--- config.mk ---
export PLATFORM = sky130hd
export DESIGN_NAME = cmc_clock_multiplier_control
export DESIGN_NICKNAME = d
export VERILOG_FILES = /design/src/cmc_pkg.sv /design/src/cmc_burst_gen.sv /design/src/cmc_clock_multiplier_control.sv
export SDC_FILE = /design/constraint.sdc
export NUM_CORES = 1
export LEC_CHECK = 0
export BUFFER_PORTS_ARGS = -buffer_cell sky130_fd_sc_hd__buf_2
export CORE_ASPECT_RATIO = 0.75
export CORE_MARGIN = 1.5
export CORE_UTILIZATION = 40
export CTS_BUF_LIST = sky130_fd_sc_hd__clkbuf_4 sky130_fd_sc_hd__clkbuf_8 sky130_fd_sc_hd__clkbuf_16
export CTS_CLUSTER_DIAMETER = 120
export DETAILED_ROUTE_END_ITERATION = 12
export PLACE_DENSITY = 0.65
export REMOVE_ABC_BUFFERS = 1
export SETUP_SLACK_MARGIN = 0.3
export SLEW_MARGIN = 10
export SYNTH_ARGS = -nofsm -noshare
export SYNTH_HDL_FRONTEND = slang
export SYNTH_SLANG_ARGS = --single-unit
--- constraint.sdc ---
create_clock -name CORE_CLK -period 2.15 [get_ports CORE_CLK]
set_clock_uncertainty 0.05 [all_clocks]
set_input_delay 0.215 -clock CORE_CLK [delete_from_list [all_inputs] [get_ports CORE_CLK]]
set_output_delay 0.215 -clock CORE_CLK [all_outputs]
set_load 0.05 [all_outputs]
--- src/cmc_pkg.sv ---
package cmc_pkg;
	// control register field positions
	localparam int ENABLE_BIT          = 7;
	localparam int INITIALIZE_BIT      = 6;
	localparam int READY_BIT           = 5;
	localparam int SCALE_MSB           = 4;
	localparam int SCALE_LSB           = 2;
	localparam int SOURCE_MSB          = 1;
	localparam int SOURCE_LSB          = 0;
	localparam logic [7:0] CONTROL_RESET   = 8'h00;
	localparam logic [7:0] MULTIPLIER_RESET_VALUE = 8'h00;
	// input source codes
	localparam logic [1:0] SRC_INT_HALF = 2'h0;
	localparam logic [1:0] SRC_EXT      = 2'h1;
	localparam logic [1:0] SRC_EXT_HALF = 2'h2;
	// output scale: codes up to this one pass every pulse
	localparam logic [2:0] SCALE_UNITY_MAX = 3'h2;
	localparam logic [2:0] SCALE_KEEP      = 3'h2;
	// pulses emitted per selected input period
	localparam logic [2:0] PULSES_PER_PERIOD = 3'h4;
	// period counter: saturation marks an input below the minimum input frequency
	localparam int PERIOD_W = 12;
	localparam logic [PERIOD_W-1:0] PERIOD_MAX = 12'hfff;
	// spacing of the four pulses when the input is too slow
	localparam logic [PERIOD_W-1:0] FAST_GAP = 12'h002;
	// consecutive input edges seen after initialize before ready is reported
	localparam logic [3:0] LOCK_EDGES = 4'h8;
	// settle time software keeps between enable and initialize
	localparam int CORE_CLK_HZ      = 40000000;
	localparam int ENABLE_SETTLE_NS = 5000;
	localparam int ENABLE_SETTLE_CYCLES = (ENABLE_SETTLE_NS * (CORE_CLK_HZ / 1000000) + 999) / 1000;
	typedef enum logic [1:0] {ST_OFF, ST_ARMED, ST_LOCKING, ST_LOCKED} cmc_state_type;
endpackage

--- src/cmc_burst_gen.sv ---
`timescale 1ns/10ps
// measures the selected input period and spreads four pulses over it
module cmc_burst_gen (
	input  wire logic clk,
	input  wire logic rst,
	input  wire logic run,
	input  wire logic in_edge,
	output logic      burst_pulse
);
	logic [cmc_pkg::PERIOD_W-1:0] period_reg, period_next;
	logic [cmc_pkg::PERIOD_W-1:0] gap_reg, gap_next;
	logic [cmc_pkg::PERIOD_W-1:0] space_reg, space_next;
	logic [2:0]                   left_reg, left_next;
	logic                         pulse_reg, pulse_next;

	// quarter period spacing; a saturated period means a slow input, so burst fast and idle
	always_comb begin
		period_next = (period_reg == cmc_pkg::PERIOD_MAX) ? period_reg
			: period_reg + 1'b1;
		gap_next    = gap_reg;
		space_next  = space_reg;
		left_next   = left_reg;
		pulse_next  = 1'b0;
		if (!run) begin
			period_next = '0;
			left_next   = '0;
			gap_next    = '0;
		end else if (in_edge) begin
			period_next = '0;
			pulse_next  = 1'b1;
			left_next   = cmc_pkg::PULSES_PER_PERIOD - 3'h1;
			if (period_reg == cmc_pkg::PERIOD_MAX)
				space_next = cmc_pkg::FAST_GAP;
			else if (period_reg[cmc_pkg::PERIOD_W-1:2] == '0)
				space_next = {{(cmc_pkg::PERIOD_W-1){1'b0}}, 1'b1};
			else
				space_next = {2'h0, period_reg[cmc_pkg::PERIOD_W-1:2]};
			gap_next = space_next;
		end else if (left_reg != '0) begin
			if (gap_reg <= {{(cmc_pkg::PERIOD_W-1){1'b0}}, 1'b1}) begin
				pulse_next = 1'b1;
				left_next  = left_reg - 3'h1;
				gap_next   = space_reg;
			end else begin
				gap_next = gap_reg - 1'b1;
			end
		end
	end

	always_ff @(posedge clk or posedge rst) begin
		if (rst) begin
			period_reg <= '0;
			gap_reg    <= '0;
			space_reg  <= '0;
			left_reg   <= '0;
			pulse_reg  <= 1'b0;
		end else begin
			period_reg <= period_next;
			gap_reg    <= gap_next;
			space_reg  <= space_next;
			left_reg   <= left_next;
			pulse_reg  <= pulse_next;
		end
	end

	assign burst_pulse = pulse_reg;
endmodule

--- src/cmc_clock_multiplier_control.sv ---
`timescale 1ns/10ps
module cmc_clock_multiplier_control (
	input  wire logic       CORE_CLK,
	input  wire logic       RST,
	input  wire logic       REG_WR,
	input  wire logic [7:0] REG_WDATA,
	output logic      [7:0] REG_RDATA,
	input  wire logic       EXT_OSC,
	input  wire logic       INT_OSC,
	output logic            MULT_CLK_PULSE,
	output logic            MULT_READY
);
	// register fields, sequencer state and the per-source edge logic
	logic                        enable_reg, enable_next;
	logic                        init_reg, init_next;
	logic [2:0]                  scale_reg, scale_next;
	logic [1:0]                  source_reg, source_next;
	cmc_pkg::cmc_state_type      state_reg, state_next;
	logic [3:0]                  lock_cnt_reg, lock_cnt_next;
	logic [1:0]                  osc_in;
	wire  [1:0]                  osc_rise, osc_half;
	logic                        ext_half, int_half;
	logic [2:0]                  scale_cnt_reg, scale_cnt_next;
	logic                        out_reg, out_next;
	// readback copy and the glue between the register groups
	logic [7:0]                  rdata_reg, rdata_next;
	logic                        ext_rise, int_rise, sel_edge, burst_pulse, ready;
	logic [2:0]                  scale_mod;

	// one edge detector and toggle halver per source, index 0 external and 1 internal;
	// halving keeps every other rising edge, so the x2 bases need no second clock
	assign osc_in = {INT_OSC, EXT_OSC};
	for (genvar i = 0; i < 2; i++) begin : g_src
		logic prev_reg, prev_next;
		logic half_reg, half_next;

		always_comb begin
			prev_next = osc_in[i];
			half_next = half_reg;
			if (osc_in[i] && !prev_reg)
				half_next = ~half_reg;
		end

		// prev starts low like an idle source, so a source already high when reset ends gives one edge
		always_ff @(posedge CORE_CLK or posedge RST) begin
			if (RST) begin
				prev_reg <= 1'b0;
				half_reg <= 1'b0;
			end else begin
				prev_reg <= prev_next;
				half_reg <= half_next;
			end
		end

		assign osc_rise[i] = osc_in[i] & ~prev_reg;
		assign osc_half[i] = half_reg;
	end
	assign ext_rise = osc_rise[0];
	assign int_rise = osc_rise[1];
	assign ext_half = osc_half[0];
	assign int_half = osc_half[1];

	// source mux; times four after halving gives the x2 and x4 bases
	// code 11 is unused and falls back to the halved external source,
	// so a stray write still yields a legal base
	always_comb begin
		case (source_reg)
			cmc_pkg::SRC_EXT:      sel_edge = ext_rise;
			cmc_pkg::SRC_EXT_HALF: sel_edge = ext_rise & ~ext_half;
			cmc_pkg::SRC_INT_HALF: sel_edge = int_rise & ~int_half;
			default:               sel_edge = ext_rise & ~ext_half;
		endcase
	end

	// the burst generator runs from enable, not ready, so its period
	// estimate is already settled when lock is reported
	cmc_burst_gen u_burst (
		.clk         (CORE_CLK),
		.rst         (RST),
		.run         (enable_reg),
		.in_edge     (sel_edge),
		.burst_pulse (burst_pulse)
	);

	// control register writes and the enable / initialize / lock sequence;
	// a write replaces every field at once, and bit 5 of the written byte
	// is dropped because ready is status only
	always_comb begin
		enable_next   = enable_reg;
		init_next     = init_reg;
		scale_next    = scale_reg;
		source_next   = source_reg;
		state_next    = state_reg;
		lock_cnt_next = lock_cnt_reg;
		case (state_reg)
			cmc_pkg::ST_OFF:     state_next = cmc_pkg::ST_OFF;
			cmc_pkg::ST_ARMED:   state_next = cmc_pkg::ST_ARMED;
			cmc_pkg::ST_LOCKING: begin
				// ready only after a run of real input edges, so a dead source never locks
				if (sel_edge)
					lock_cnt_next = lock_cnt_reg + 4'h1;
				if (lock_cnt_reg >= cmc_pkg::LOCK_EDGES)
					state_next = cmc_pkg::ST_LOCKED;
			end
			cmc_pkg::ST_LOCKED:  state_next = cmc_pkg::ST_LOCKED;
			default:             state_next = cmc_pkg::ST_OFF;
		endcase
		if (REG_WR) begin
			enable_next = REG_WDATA[cmc_pkg::ENABLE_BIT];
			init_next   = REG_WDATA[cmc_pkg::INITIALIZE_BIT];
			scale_next  = REG_WDATA[cmc_pkg::SCALE_MSB:cmc_pkg::SCALE_LSB];
			source_next = REG_WDATA[cmc_pkg::SOURCE_MSB:cmc_pkg::SOURCE_LSB];
			if (REG_WDATA == cmc_pkg::MULTIPLIER_RESET_VALUE) begin
				state_next    = cmc_pkg::ST_OFF;
				lock_cnt_next = '0;
			end else if (!REG_WDATA[cmc_pkg::ENABLE_BIT]) begin
				state_next    = cmc_pkg::ST_OFF;
				lock_cnt_next = '0;
			end else if (!enable_reg) begin
				// enabling write arms only; initialize in the same write is ignored
				state_next    = cmc_pkg::ST_ARMED;
				lock_cnt_next = '0;
			end else if (REG_WDATA[cmc_pkg::INITIALIZE_BIT] && !init_reg) begin
				state_next    = cmc_pkg::ST_LOCKING;
				lock_cnt_next = '0;
			end
		end
	end

	// ready is decoded from the state register, so it falls on the same edge
	// as a disabling write; the readback copy follows one edge later
	assign ready = (state_reg == cmc_pkg::ST_LOCKED);

	// keep two of every n pulses for the 2/n factors; low codes pass all
	// the phase counter restarts whenever lock is lost, so every new lock
	// starts with a kept pulse
	assign scale_mod = scale_reg + 3'h0;
	always_comb begin
		scale_cnt_next = scale_cnt_reg;
		out_next       = 1'b0;
		if (!ready) begin
			scale_cnt_next = '0;
		end else if (burst_pulse) begin
			if (scale_reg <= cmc_pkg::SCALE_UNITY_MAX) begin
				out_next = 1'b1;
			end else begin
				out_next = (scale_cnt_reg < cmc_pkg::SCALE_KEEP);
				scale_cnt_next = (scale_cnt_reg == scale_mod - 3'h1) ? 3'h0
					: scale_cnt_reg + 3'h1;
			end
		end
	end

	// readback: ready is status only, writes never reach it
	// fields come from the live registers, so the copy lags them by one edge
	always_comb begin
		rdata_next = {enable_reg, init_reg, ready, scale_reg, source_reg};
	end

	// control fields and sequencer state
	always_ff @(posedge CORE_CLK or posedge RST) begin
		if (RST) begin
			enable_reg    <= cmc_pkg::CONTROL_RESET[cmc_pkg::ENABLE_BIT];
			init_reg      <= cmc_pkg::CONTROL_RESET[cmc_pkg::INITIALIZE_BIT];
			scale_reg     <= cmc_pkg::CONTROL_RESET[cmc_pkg::SCALE_MSB:cmc_pkg::SCALE_LSB];
			source_reg    <= cmc_pkg::CONTROL_RESET[cmc_pkg::SOURCE_MSB:cmc_pkg::SOURCE_LSB];
			state_reg     <= cmc_pkg::ST_OFF;
			lock_cnt_reg  <= '0;
		end else begin
			enable_reg    <= enable_next;
			init_reg      <= init_next;
			scale_reg     <= scale_next;
			source_reg    <= source_next;
			state_reg     <= state_next;
			lock_cnt_reg  <= lock_cnt_next;
		end
	end

	// output scaler phase and the registered output pulse
	always_ff @(posedge CORE_CLK or posedge RST) begin
		if (RST) begin
			scale_cnt_reg <= '0;
			out_reg       <= 1'b0;
		end else begin
			scale_cnt_reg <= scale_cnt_next;
			out_reg       <= out_next;
		end
	end

	// readback copy; one edge of lag buys a glitch-free bus value
	always_ff @(posedge CORE_CLK or posedge RST) begin
		if (RST) begin
			rdata_reg     <= cmc_pkg::CONTROL_RESET;
		end else begin
			rdata_reg     <= rdata_next;
		end
	end

	// data outputs straight from flops, ready from the state flops
	assign REG_RDATA      = rdata_reg;
	assign MULT_CLK_PULSE = out_reg;
	assign MULT_READY     = ready;
endmodule

# Yosys cells after proc, flatten, opt, wreduce, memory -nomap -nowiden

Index checks and enable logic that the tools add are counted.

Input port bits: 13
Output and inout port bits: 10
Flip-flop bits (word level): 69
Logic and storage cells: 100

Bitwise gates (word level): 8
Add/sub/neg operators: 6
Order comparisons: 4
Reduce and logical (&&, ||, !) cells: 14
Muxes and demuxes: 39
Eq/ne operators: 11

Operators by type and width:

| kind                                                            | count |
|---|---|
| two-way mux 12 bit                                              | 8 |
| two-way mux 4 bit                                               | 7 |
| two-way mux 3 bit                                               | 8 |
| adder 12 x 1 -> 12 bit, second input constant                   | 1 |
| == test 12 bit, second input constant                           | 1 |
| less-or-equal comparator 12 x 1 -> 1 bit, second input constant | 1 |
| two-way mux 2 bit                                               | 6 |
| subtractor 12 x 1 -> 12 bit, second input constant              | 1 |
| zero test 10 bit                                                | 1 |
| two-way mux 10 bit                                              | 1 |
| zero test 8 bit                                                 | 1 |
| one-hot mux 2 bit (4 select lines)                              | 1 |
| two-way mux 1 bit                                               | 7 |
| != test 3 x 1 -> 1 bit, second input constant                   | 2 |
| AND reduction 2 bit                                             | 3 |
| subtractor 3 x 1 -> 3 bit, second input constant                | 2 |
| adder 4 x 1 -> 4 bit, second input constant                     | 1 |
| AND 1 bit                                                       | 4 |
| == test 2 x 1 -> 1 bit, second input constant                   | 2 |
| == test 2 bit, second input constant                            | 2 |
| greater-or-equal comparator 4 bit, second input constant        | 1 |
| zero test 2 bit                                                 | 2 |
| inverter 1 bit                                                  | 4 |
| adder 3 x 1 -> 3 bit, second input constant                     | 1 |
| other kinds (10)                                                | 14 |

# Longest topological paths before layout

Word-level depth: 11
Gate-level depth with buffers: 8

# Modules after synthesis

A second synthesis with hierarchy kept.

Cells, all modules: 340
Area, all modules: 3,458.3 um2

By module, submodules not included:

| module                       | cells each | times used | sequential area each (um2) | area an instance (um2) |
|---|---|---|---|---|
| cmc_burst_gen                | 232        | 1          | 950.9                      | 2,198.4 |
| cmc_clock_multiplier_control | 108        | 1          | 725.7                      | 1,260.0 |

# Worst setup path after synthesis

OpenSTA, ideal clock, no wires.

Path type: register -> register
Start: reg u_burst.gap_reg[4] in the netlist's numbering
End: reg u_burst.gap_reg[2] in the netlist's numbering
Arrival time: 2.077 ns
Period minus slack after synthesis: 2.246 ns
Cell stages (with the launch flop): 7
Path buffers: 1
Slack: -0.096 ns
Setup time: 0.119 ns
Cell sequence: dfrtp_1 or4_4 nor4_4 buf_6 mux2i_1 a21oi_1 o22a_2

Word-level cells in the longest chain between the ends: 5

RTL lines:

| element                                  | line                | RTL |
|---|---|---|
| start: declaration                       | cmc_burst_gen.sv:11 | `logic [cmc_pkg::PERIOD_W-1:0] gap_reg, gap_next;` |
| start signal: assignment                 | cmc_burst_gen.sv:59 | `gap_reg <= gap_next;` |
| less-or-equal comparator 12 x 1 -> 1 bit | cmc_burst_gen.sv:40 | `if (gap_reg <= {{(cmc_pkg::PERIOD_W-1){1'b0}}, 1'b1}) begin` |
| two-way mux 12 bit                       | cmc_burst_gen.sv:40 |  |
| two-way mux 12 bit                       | cmc_burst_gen.sv:39 | `end else if (left_reg != '0) begin` |
| two-way mux 12 bit                       | cmc_burst_gen.sv:28 | `end else if (in_edge) begin` |
| two-way mux 12 bit                       | cmc_burst_gen.sv:24 | `if (!run) begin` |

Every way passes these cells. The select of a mux whose other input is x is not followed.
A chain may end at the register's enable or synchronous reset.

# Final worst setup path

Start: reg u_burst.gap_reg[9] in the netlist's numbering
End: reg u_burst.left_reg[2]

Word-level cells in the longest chain between the ends: 3

RTL lines:

| element                                  | line                | RTL |
|---|---|---|
| less-or-equal comparator 12 x 1 -> 1 bit | cmc_burst_gen.sv:40 |  |
| != test 3 x 1 -> 1 bit (no line)         | n/a                 |  |
| AND reduction 2 bit (no line)            | n/a                 |  |
| end signal: assignment                   | cmc_burst_gen.sv:61 | `left_reg <= left_next;` |
| end: declaration                         | cmc_burst_gen.sv:13 | `logic [2:0] left_reg, left_next;` |

Every way passes these cells.

==> impl_results.md <==
- Status: complete, no violations
- DR vias: 2688
- Fin. Hold Viols: 0
- Most frequent cells in the layout: dfrtp_1, nor2_1, buf_4, nand2_1, buf_2
- Initial antenna violation count: 0
- Routed Antenna Nets: 0
- Normalized max-slew margin: 59.6%
- Worst Tran Pin Value: 0.606 ns
- Sw Ratio: between 30% and 40%
- Layout Cells excl Fill: 501
- Fill cell count: ~710
- CP Capture Type: flip-flop
- Int Pwr: around 2.6 mW
- DPL Wire Length: 5510 µm
- VDD IR max: ~0.00054 V
- CTS sink count: between 60 and 70
- Skew-Pair Late Insertion Delay: 0.34 ns
- Worst r2r path cells: 7
- Detailed Routing Iterations Pass 1: 5
- Met3 usage: around 5.7%
- Synth unique cells: 52
- Met2 usage: roughly 28%
- Critical path class: flip-flop to flip-flop
- Reg clk slew, reported paths: ~0.08 ns
- CP Max Fanout: 5
- Syn. warnings: 0
- #FFs+latches synth: 67
- Die H: between 80 and 90 µm
- Full die area: between 8000 and 9000 µm²
- Part of the power in the clock network: a little under a third
- Worst setup SP type: flip-flop
- TritonCTS Buffers: 9
- Core footprint: 8020 µm²
- Starting Density: between 40% and 50%
- Nets: roughly 410
- RSZ-0062 raised after global routing: true
- Psw: roughly 1.2 mW
- Tmin final: approximately 2.1 ns
- Synthesized area: approximately 3400 µm²
- Most Used Layer, Global Route: met2
- M1 GR Usage: 26.3%
- P&R area growth vs syn: 26.1%
- Leakage power: between 1.5 and 2 nW
- PwrDens: 917 nW/µm²
- First-pass GRT wire length: ~13000 µm
- CTS tree: done
- Final TNS setup: 0 ns
- Required time worst endpoint: approximately 2.4 ns
- Slew Limit Fails: 0
- Hold path startpoint: REG_WDATA[3]
- Clock root cell: clkbuf_8
- Die width: ~110 µm
- Number of synthesized flops with an enable pin: 0
- Max Cap Viol: 0
- Routability congestion estimate: 0.809
- Post-DR wirelength/cell: around 16 µm
- Syn Inst Count: about 340
- Largest net degree at the start of global routing: 30
- Critical Path AT: approximately 2.4 ns
- Combinational share of power: a little under a third
- Dominant synthesized flop cell: dfrtp_1
- DR vias/cell: roughly 5.4
- DRC: 0
- R2r setup slk: 0.009 ns
- Final Cycle Share: between 90% and 100%
- Placed cells: ~480
- GR Util All Layers: a little under a fifth
- H-tree depth: 3
- Hold endpoint: scale_reg[1]
- I/O pins: 23
- Grt ovf: 0
- Hold WC Path Type: primary input to flip-flop
- IO buf count: 21
- Share of power burned in registers: 38.2%
- Syn avg cell area: 10.0 µm²
- WL final: about 8000 µm
- Seq/Total Area, Yosys: roughly 50%
- Most common cell after layout, fill and taps aside: dfrtp_1
- 1st-iter DRT viols: approximately 150
- Hold path cells: 3
- Synth async-reset ratio: 100%
- Final setup violation count: 0
- Longest Clk Path Bufs: 2
- Worst R2R Start: u_burst.gap_reg[9]
- Reg2reg end: u_burst.left_reg[2]
- # rows: 28
- Vias in the first global route: about 2600
- Antenna diode count: 0
- Layout cells sized above 1: 28.0%
- Hold slack final: ~0.022 ns
- Max frequency: between 400 and 500 MHz
[area by class of cell]
type	instances	area (µm²)	area share, %
well taps	105	131	3.11
clock inverters	6	88.8	2.10
clock buffers	10	138	3.25
multi-input cells	240	1700	40.3
inverters	16	60.1	1.42
repair buffers	57	429	10.1
flip-flops and latches	67	1680	39.7
[Yosys cell counts, types with 2 or more instances]
library cell   n  area [µm²]
a211oi_1       3        22.5
a21o_1         4        30.0
a21oi_1       22         110
a221o_1        3        30.0
a31oi_1        3        18.8
and2_1         3        18.8
and2_2         2        15.0
buf_2          2        10.0
clkbuf_1       8        30.0
dfrtp_1       67        1680
ha_1          10         125
inv_1         16        60.1
mux2_2         5        56.3
mux2i_1        8        80.1
nand2_1       31         116
nand2b_1       5        31.3
nand3_1       15        75.1
nand3b_1       3        22.5
nand4_1        2        12.5
nor2_1        35         131
nor2b_1        4        25.0
nor3_1        10        50.1
nor3b_1        4        30.0
nor4_1         5        31.3
nor4b_1        2        17.5
o211a_1        2        20.0
o211ai_1       2        15.0
o21a_1         3        22.5
o21ai_0        8        40.0
o22a_2         2        20.0
or3_1          3        18.8
xnor2_1       15         131
xor2_1         9        78.8
[worst max path at each step]
| stage | cells after the start | endpoint | start |
|---|---|---|---|
| 4_1_cts | 5 | u_burst.gap_reg[8] | u_burst.gap_reg[4] |
| 5_1_grt | 5 | u_burst.gap_reg[8] | u_burst.gap_reg[4] |
| 3_3_place_gp | 6 | u_burst.gap_reg[4] | u_burst.gap_reg[4] |
| 3_5_place_dp | 5 | u_burst.gap_reg[8] | u_burst.gap_reg[4] |
| 2_1_floorplan | 6 | u_burst.gap_reg[4] | u_burst.period_reg[0] |
| 6_report | 7 | u_burst.left_reg[2] | u_burst.gap_reg[9] |
[power groups by stage]
stage	Clock [mW]	Combinational, mW	Sequential, mW
2_1_floorplan	0	0.601	1.55
3_3_place_gp	0	0.993	1.49
3_5_place_dp	0	1.00	1.49
4_1_cts	1.22	1.06	1.47
5_1_grt	1.27	1.31	1.50
6_report	1.20	1.20	1.48
[logic make-up (layout without fill, tap and decap cells)]
kind of cell,count (synthesis),in the layout,share of synthesized area (%)
muxes,13,13,4.07
adders and majority gates,10,10,3.73
buffers and inverters,28,89,3.43
and+or+nand+nor,132,132,20.1
DFF,67,67,50.0
xor gates and xnor gates,24,24,6.27
AOI/OAI and AO/OA,61,61,12.4
[layer usage]
layer / share of wire, % / wire, µm / up-vias
met2: 45 / 3610 / 58
met1: 49 / 3900 / 1335
met3: 4.8 / 386 / 11
met4: 1.2 / 93 / 0
li1: - / - / 1284
met5: 0 / 0 / -
[metrics by stage]
step	power [mW]	instance area, µm²	setup WS (ns)	utilization (%)
finish	3.88	4230	0.00892	52.7
global route	4.07	4230	-0.0572	52.7
CTS	3.75	4070	-0.0127	50.7
detailed placement	2.50	3770	0.00853	47.0
global placement	2.48	3770	0.0356	47.0
floorplan	2.15	3300	-0.551	-
[what timing repair did]
item	in CTS	in global routing
hold buffers	3	0
resized for setup	12	24
setup buffers	1	4
endpoints found under the setup margin	32	37
hold endpoints to repair	24	0
pin swaps	9	14
gates cloned	0	1
[critical path, stage by stage, from the launching register on]
cell and delay (ns):
dfrtp_1 0.39, or4_4 0.55, nor4_4 0.29, buf_4 0.18, buf_12 0.12, nand2_4 0.05, or3_4 0.33, a21oi_2 0.12
Power figures use the tool's default switching activity.
